--- config.mk ---
export PLATFORM = sky130hd
export DESIGN_NAME = pfrp_top
export DESIGN_NICKNAME = d
export VERILOG_FILES = /design/src/rtl/pfrp_pkg.sv /design/src/rtl/pfrp_top.sv
export SDC_FILE = /design/constraint.sdc
export NUM_CORES = 1
export LEC_CHECK = 0
export BUFFER_PORTS_ARGS = -buffer_cell sky130_fd_sc_hd__clkbuf_2
export CAP_MARGIN = 5
export CORE_AREA = 2 2 72 74
export DETAILED_ROUTE_END_ITERATION = 8
export DIE_AREA = 0 0 74 76
export GPL_TIMING_DRIVEN = 0
export HOLD_SLACK_MARGIN = 0.06
export MAX_ROUTING_LAYER = met4
export PLACE_DENSITY_LB_ADDON = 0.15
export SYNTH_ARGS = -nofsm -noshare
export SYNTH_HDL_FRONTEND = slang
export SYNTH_SLANG_ARGS = --single-unit
--- constraint.sdc ---
create_clock -name clk -period 1.7 [get_ports clk]
set_input_delay 0.255 -clock clk [delete_from_list [all_inputs] [get_ports clk]]
set_output_delay 0.255 -clock clk [all_outputs]
set_load 0.01 [all_outputs]
--- src/rtl/pfrp_pkg.sv ---
// package for the program-flash range protection block
package pfrp_pkg;
  // register map, byte addresses on the plain register port
  localparam logic [3:0] PFRP_OFS_CONFIG = 4'h0;
  localparam logic [3:0] PFRP_OFS_STATUS = 4'h4;
  localparam logic [3:0] PFRP_OFS_LOAD = 4'h8;
  // field positions in the protection configuration
  localparam int PFRP_POS_OPEN = 7;
  localparam int PFRP_POS_HDIS = 5;
  localparam int PFRP_POS_HSZ = 3;
  localparam int PFRP_POS_LDIS = 2;
  localparam int PFRP_POS_LSZ = 0;
  // configuration value from reset until the non-volatile word is loaded
  localparam logic [7:0] PFRP_CONFIG_RST = 8'hFF;
  // global flash addresses, 18 bits wide
  localparam logic [17:0] PFRP_LOW_BASE = 18'h38000;
  localparam logic [17:0] PFRP_HIGH_TOP = 18'h3FFFF;
  localparam logic [17:0] PFRP_NVM_WORD = 18'h3FF0C;
  localparam logic [17:0] PFRP_LOW_1K = 18'h003FF;
  localparam logic [17:0] PFRP_HIGH_2K = 18'h3F800;
  // reset-load sequence length in cycles
  localparam logic [1:0] PFRP_LOAD_CYCLES = 2'h2;

  // decoded view of the configuration
  typedef struct packed {
    logic open_sel;
    logic hdis;
    logic [1:0] hsz;
    logic ldis;
    logic [1:0] lsz;
  } pfrp_cfg_s;

  // one program or erase request, valid and address
  typedef struct packed {
    logic valid;
    logic [17:0] addr;
  } pfrp_req_s;

  // reset sequence states
  typedef enum logic [2:0] {
    PFRP_ST_FETCH = 3'b001,
    PFRP_ST_WAIT = 3'b010,
    PFRP_ST_RUN = 3'b100
  } pfrp_state_e;
endpackage

--- src/rtl/pfrp_top.sv ---
// program-flash range protection: config register, decode, request check
// Contract
// - lower disable clear enables window at base
// - lower size writable only while disabled
// - lower size codes 1K to 8K upward
// - higher size codes 2K to 16K downward
// - open one: enabled windows protected
// - open zero: only enabled windows unprotected
// - config loaded from non-volatile word at reset
// - mode input governs register write rules
`timescale 1ns/1ps
module pfrp_top
  import pfrp_pkg::*;
(
  input wire logic clk,
  input wire logic srst,
  // operating mode: 1 selects special mode
  input wire logic special_mode,
  // non-volatile word read path
  output logic [17:0] nvm_addr,
  output logic nvm_rd,
  input wire logic [7:0] nvm_data,
  // register port
  input wire logic [3:0] reg_addr,
  input wire logic [7:0] reg_wdata,
  input wire logic reg_wr,
  input wire logic reg_rd,
  output logic [7:0] reg_rdata,
  // program or erase requests
  input wire pfrp_req_s req,
  output logic req_accept,
  output logic req_violation,
  output logic [17:0] req_addr_out,
  output logic load_done
);

  pfrp_state_e state_q, state_d; // reset-load sequencer
  logic [7:0] cfg_q, cfg_d; // live protection configuration
  logic [7:0] rdata_q, rdata_d; // read data, one cycle after strobe
  logic viol_q, viol_d; // sticky violation status
  logic acc_q, acc_d; // accept pulse
  logic rej_q, rej_d; // reject pulse
  logic [17:0] raddr_q, raddr_d; // address of the last request
  pfrp_cfg_s cfg; // field view of cfg_q
  logic [17:0] low_end, high_start; // decoded window bounds
  logic in_low, in_high, protected_hit; // decode of request address
  logic [7:0] wmask; // which bits a write may change

  assign cfg = pfrp_cfg_s'({cfg_q[PFRP_POS_OPEN], cfg_q[PFRP_POS_HDIS],
    cfg_q[PFRP_POS_HSZ +: 2], cfg_q[PFRP_POS_LDIS], cfg_q[PFRP_POS_LSZ +: 2]});

  // window bounds from the size codes
  always_comb begin
    // lower window grows upward by powers of two from 1K
    low_end = PFRP_LOW_BASE + ((PFRP_LOW_1K << cfg.lsz) | PFRP_LOW_1K);
    // higher window grows downward from the top, 2K to 16K
    high_start = PFRP_HIGH_2K << cfg.hsz;
  end

  // address decode against both windows
  always_comb begin
    in_low = !cfg.ldis && (req.addr >= PFRP_LOW_BASE) &&
      (req.addr <= low_end);
    in_high = !cfg.hdis && (req.addr >= high_start);
    if (cfg.open_sel) begin
      // enabled windows are the protected ones
      protected_hit = in_low || in_high;
    end else begin
      // enabled windows are the only open space; all disabled means all shut
      protected_hit = !(in_low || in_high);
    end
  end

  // write mask: size fields frozen while their window is enabled
  always_comb begin
    wmask = 8'hFF;
    wmask[6] = 1'b0;
    if (!cfg.ldis) begin
      wmask[PFRP_POS_LSZ +: 2] = 2'h0;
    end
    if (!cfg.hdis) begin
      wmask[PFRP_POS_HSZ +: 2] = 2'h0;
    end
    // normal mode: open and disable bits may only move one way, so clears of open and sets of
    // disable bits are blocked; special mode leaves open and disable bits writable
    if (!special_mode) begin
      wmask[PFRP_POS_OPEN] = !cfg.open_sel;
      wmask[PFRP_POS_HDIS] = cfg.hdis ? 1'b1 : 1'b0;
      wmask[PFRP_POS_LDIS] = cfg.ldis ? 1'b1 : 1'b0;
    end
  end

  // sequencer, register file and request check, next values
  always_comb begin
    state_d = state_q;
    cfg_d = cfg_q;
    rdata_d = 8'h00;
    viol_d = viol_q;
    acc_d = 1'b0;
    rej_d = 1'b0;
    raddr_d = raddr_q;
    unique case (state_q)
      // read strobe to the non-volatile word
      PFRP_ST_FETCH: begin
        state_d = PFRP_ST_WAIT;
      end
      // data arrive one cycle after the strobe
      PFRP_ST_WAIT: begin
        cfg_d = nvm_data;
        cfg_d[6] = 1'b1;
        state_d = PFRP_ST_RUN;
      end
      // normal operation
      PFRP_ST_RUN: begin
        if (reg_wr) begin
          if (reg_addr == PFRP_OFS_CONFIG) begin
            // masked write keeps frozen bits
            cfg_d = (cfg_q & ~wmask) | (reg_wdata & wmask);
          end else if (reg_addr == PFRP_OFS_STATUS) begin
            // write one clears violation; a new hit below still wins
            if (reg_wdata[0]) begin
              viol_d = 1'b0;
            end
          end
        end
        if (req.valid) begin
          raddr_d = req.addr;
          if (protected_hit) begin
            rej_d = 1'b1;
            viol_d = 1'b1;
          end else begin
            acc_d = 1'b1;
          end
        end
      end
    endcase
    // read mux; unmapped reads return zero
    if (reg_rd) begin
      if (reg_addr == PFRP_OFS_CONFIG) begin
        rdata_d = cfg_q;
      end else if (reg_addr == PFRP_OFS_STATUS) begin
        rdata_d = {5'h00, special_mode, state_q == PFRP_ST_RUN, viol_q};
      end
    end
  end

  // registers; reset restarts the load from the non-volatile word
  always_ff @(posedge clk) begin
    if (srst) begin
      state_q <= PFRP_ST_FETCH;
      cfg_q <= PFRP_CONFIG_RST;
      rdata_q <= 8'h00;
      viol_q <= 1'b0;
      acc_q <= 1'b0;
      rej_q <= 1'b0;
      raddr_q <= 18'h00000;
    end else begin
      state_q <= state_d;
      cfg_q <= cfg_d;
      rdata_q <= rdata_d;
      viol_q <= viol_d;
      acc_q <= acc_d;
      rej_q <= rej_d;
      raddr_q <= raddr_d;
    end
  end

  assign nvm_addr = PFRP_NVM_WORD;
  assign nvm_rd = (state_q == PFRP_ST_FETCH);
  assign reg_rdata = rdata_q;
  assign req_accept = acc_q;
  assign req_violation = rej_q;
  assign req_addr_out = raddr_q;
  assign load_done = (state_q == PFRP_ST_RUN);

endmodule // pfrp_top

After elaboration in Yosys (flattened, before gate mapping)
Index checks and enable logic that the tools add are counted.
{"block": "word_totals", "input_bits": 44, "output_inout_bits": 48, "regBits": 40, "wordCells": 63}
{"block": "op_classes", "order_cmp": 3, "n_eq_ne": 6, "n_reduce_logical": 15, "n_shift": 2, "bitwise_logic": 7, "n_addsub": 1, "muxes": 22}
{"op": "two-way mux 8 bit", "n": 3}
{"op": "adder 18 bit (first input constant)", "n": 1}
{"op": "greater-or-equal comparator 18 bit", "n": 1}
{"op": "greater-or-equal comparator 18 bit (second input constant)", "n": 1}
{"op": "less-or-equal comparator 18 bit", "n": 1}
{"op": "<< shifter 10 x 2 -> 18 bit (first input constant)", "n": 1}
{"op": "<< shifter 18 x 2 -> 18 bit (first input constant)", "n": 1}
{"op": "AND 8 bit", "n": 2}
{"op": "one-hot mux 8 bit (2 select lines)", "n": 1}
{"op": "two-way mux 1 bit", "n": 14}
{"op": "NOT 8 bit", "n": 1}
{"op": "OR 8 bit", "n": 1}
{"op": "one-hot mux 3 bit (2 select lines)", "n": 1}
{"op": "equality test 4 x 3 -> 1 bit (second input constant)", "n": 1}
{"op": "logical NOT 1 bit", "n": 4}
{"op": "logical NOT 4 bit", "n": 1}
{"op": "two-way mux 2 bit", "n": 2}
{"op": "nonzero test 2 bit", "n": 2}
{"op": "equality test 3 x 1 -> 1 bit (second input constant)", "n": 1}
{"op": "equality test 3 x 2 -> 1 bit (second input constant)", "n": 1}
{"op": "equality test 3 bit (second input constant)", "n": 1}
{"op": "logical AND 1 bit", "n": 3}
{"op": "two-way mux 3 bit", "n": 1}
{"op": "NOT 1 bit", "n": 3}
{"op": "7 further kinds", "n": 7}

Depth between registers and ports, before layout
{"block": "depth", "depth_word": 9, "mapped_depth": 7, "ltp_nobuf": 7}

Least setup slack after synthesis
No wires, ideal clock.
{"block": "synth_timing", "kind": "reg-to-reg", "start": "register with a tool-made name", "end": "register viol_q", "arrival_time_ps": 1473, "setup_ps": 129, "setup_slack_ps": 98, "period_less_slack_ps": 1602, "path_stages_with_launch": 8, "path_buffers": 0, "required_time_ps": 1571, "path_cell_list": "dfxtp_1 -> or2_2 -> ha_1 -> o211ai_1 -> nand2_1 -> and2_1 -> o211ai_1 -> nand3_1"}
{"item": "end signal, assigned", "line": "pfrp_top.sv:161", "rtl": "viol_q <= viol_d;"}
{"item": "end, declared", "line": "pfrp_top.sv:40", "rtl": "logic viol_q, viol_d;"}

==> metrics.md <==
| Metric | Value |
|---|---|
| Status | completed |
| Final worst slack | 0.0992 ns |
| Finished Layout Cells | approximately 390 |
| Worst EP arrival | 1.77 ns |
| Avg Cell Area, Syn | 8.25 sq um |
| Final core utilization | around half |
| Synth Instances | 226 |
| Hpwl dp | 3.48 mm |
| Cell count along the critical path | 8 |
| Iter 0 DRT Violations | between 70 and 80 |
| Period Utilization, post-route | between 90% and 100% |
| Cts hold-fix bufs | 0 |
| P_leak | 1.20 nW |
| Antenna cells | 0 |
| Peak supply drop | between 0.3 and 0.4 mV |
| Final critical-path required period | approximately 1.6 ns |
| Worst path max stage delay | 0.32 ns |
| Residual DRC | 0 |
| Crit path cell chain | buf_4, and2_1, ha_4, a21oi_2, nand2_1, and2_4, o211ai_1, nand3_1 |
| Worst Setup Start Kind | flip-flop |
| Area Growth Syn to Fin | 36.2% |
| RSZ-0062 raised after global routing | yes |
| Critical Path Sink Type | flip-flop |
| Synth cell count leaders | nand2_1, dfxtp_1, a21oi_1 |
| Routed wire length per instance | 11.4 microns |
| Worst path bufs/invs | 1 |
| CP Capture Point | viol_q |
| Pre-CTS WS | -0.0722 ns |
| Vias in the first global route | 1641 |
| Vias | 1763 |
| Hold WC Path Type | in -> reg |
| CP delay by family, top | simple AND/OR/NAND/NOR gates |
| Cells on worst reg2reg path | 8 |
| CTS max path bufs | 2 |
| Number of flops mapped to enable cells by yosys | 0 |
| Placed cells | 381 |
| CTS clk-pin slew, worst paths | 0.08 ns |
| Num rows | 26 |
| CTS Buf Count | 5 |
| Port bufs | 69 |
| Total GRT Usage | 16.3% |
| Clk_lat worst skew | between 0.2 and 0.3 ns |
| Hold Violations, Final | 0 |
| Layout Skew | between 0.005 and 0.006 ns |
| Min Hold Slack | 0.187 ns |
| Die footprint | 0.00562 sq mm |
| Antenna-violating nets left | 0 |
| Pin count of the biggest net entering global routing | 14 |
| R2R Setup Slk | 0.1 ns |
| Initial Util | 38.0% |
| Antenna violations before repair | 0 |
| Die extent in y | 76 microns |
| CTS H-Tree Depth | 2 |
| Via density | 4.49 |
| Critical Path RT | 1.87 ns |
| CTS sink cnt | 40 |
| Synth top area share | 43.0% |
| Area contributors post-synth | dfxtp_1, nand2_1, buf_4, a21oi_1, ha_1 |
| Pwr dens | 744 mW/mm^2 |
| Syn. warnings | 0 |
| Relative slew slack | 64.2% |
| Root Driver | clkbuf_8 |
| CTS tree | yes |
| Most instantiated library cell after synthesis | nand2_1 |
| GRT Residual Overflow | 0 |
| Post-synthesis register bit count | 40 |
| Cell Area, Synth | approximately 0.0019 sq mm |
| FMAX | roughly 0.62 GHz |
| Most used DFF post-synth | dfxtp_1 |
| Sequential share of the synthesized area | 43.0% |
| Type of the worst setup path | reg -> reg |
| Slew @ Worst Pin | 0.532 ns |
| Nets@finish | around 370 |
| Maxcap violations | 0 |
| Layout cells sized above 1 | 36.2% |
| Reg2reg end | viol_q |
| First-pass GRT wire length | 7.09 mm |
| Worst-path maximum fanout | 3 |
| Die Wd | 74 microns |
| Share of flip-flops with an asynchronous set or reset | 0% |
| I/O pin count | 92 |
| RePlAce Congestion | between 0.7 and 0.8 |
| Worst Hold Path Cells | 3 |
| Max-slew violation count | 0 |
| Crit-path slowest cell | dfxtp_2 |
| Detailed Route WL | 4.47 mm |
| Drt pass-1 iters | 4 |
| Setup violations, final | 0 |
| Post-synthesis cell type count | 35 |
| Yosys top cell by area | dfxtp_1 |
| Core area | 0.00491 sq mm |
==> cell type report <==
type	instances	area, sq um
buffer	26	185
clock buffer	5	68.8
clock inverter	3	18.8
fill	514	2370
inverter	4	15.0
multi-input combinational	172	981
sequential	40	807
tap	70	87.6
timing repair buffer	73	375
==> per-stage QoR <==
| stage | area, sq um | TNS (ns) | power, W |
|---|---|---|---|
| final | 2540 | 0 | 0.00189 |
| after CTS | 2500 | 0 | 0.00189 |
| after global placement | 2360 | -0.233 | 0.00127 |
| after global routing | 2540 | -0.0317 | 0.00198 |
| after detailed placement | 2360 | -0.308 | 0.00127 |
| after floorplan | 1920 | 0 | 0.00117 |
==> power by group <==
| group | switching (W) | internal (W) | leakage, nW |
|---|---|---|---|
| registers | 0.0000258 | 0.000962 | 0.323 |
| logic | 0.000149 | 0.000142 | 0.832 |
| clock network | 0.000325 | 0.000286 | 0.0479 |
| total | 0.000500 | 0.00139 | 1.20 |
==> tightest hold or removal path: stages <==
cell      delay [ns]
clkbuf_2        0.08
a21oi_1         0.05
o221ai_1        0.06
==> what timing repair did <==
action                     in CTS  in global routing
gates resized for setup         5                 12
gates cloned                    0                  0
setup endpoints to repair      14                 16
pin swaps                       4                  5
buffers inserted                4                  0
==> cell usage in the layout, fill, tap and decap left out, types with 3 or more instances in the layout <==
| master | synthesis | routed |
|---|---|---|
| a21o_1 | 3 | 3 |
| a21oi_1 | 24 | 23 |
| a31oi_1 | 4 | 4 |
| and2_1 | 8 | 7 |
| and2b_1 | 3 | 3 |
| buf_4 | 18 | 22 |
| clkbuf_1 | 5 | 4 |
| clkbuf_2 | 0 | 70 |
| clkbuf_8 | 0 | 5 |
| conb_1 | 2 | 18 |
| dfxtp_1 | 40 | 35 |
| dfxtp_2 | 0 | 5 |
| ha_1 | 6 | 4 |
| inv_1 | 3 | 3 |
| mux2i_1 | 4 | 4 |
| nand2_1 | 52 | 52 |
| nand3_1 | 7 | 7 |
| nand4_1 | 3 | 3 |
| nor2_1 | 8 | 8 |
| o211ai_1 | 6 | 6 |
| o21ai_0 | 4 | 3 |
==> logic make-up (layout without fill, tap and decap cells) <==
| logic type | Yosys count | after routing | share of synthesized area [%] |
|---|---|---|---|
| AO/OA/AOI/OAI | 47 | 47 | 15.0 |
| adder cells (fa/ha/maj) | 6 | 6 | 4.03 |
| buffers and inverters | 30 | 111 | 10.5 |
| flip-flops | 40 | 40 | 43.0 |
| multiplexers | 4 | 4 | 2.15 |
| other | 2 | 18 | 0.403 |
| AND/OR/NAND/NOR | 97 | 97 | 25.0 |
==> how the worst min path moves through the flow <==
stage | start | endpoint
final | nvm_data[7] | flip-flop
after global routing | req[6] | req_addr_out[6]
after CTS | nvm_data[7] | flip-flop
after detailed placement | cfg_q[6] | cfg_q[6]
after global placement | cfg_q[6] | cfg_q[6]
after floorplan | nvm_data[7] | flip-flop
==> metal layers <==
layer | part of all wire, % | track usage, % | vias up
li1 | - | - | 930
met1 | 46 | 20.8 | 772
met2 | 48 | 26.0 | 56
met3 | 4.9 | 2.78 | 5
met4 | 1.1 | 5.45 | 0
met5 | 0 | - | -
Note: power is estimated with default switching activity, not from simulation.
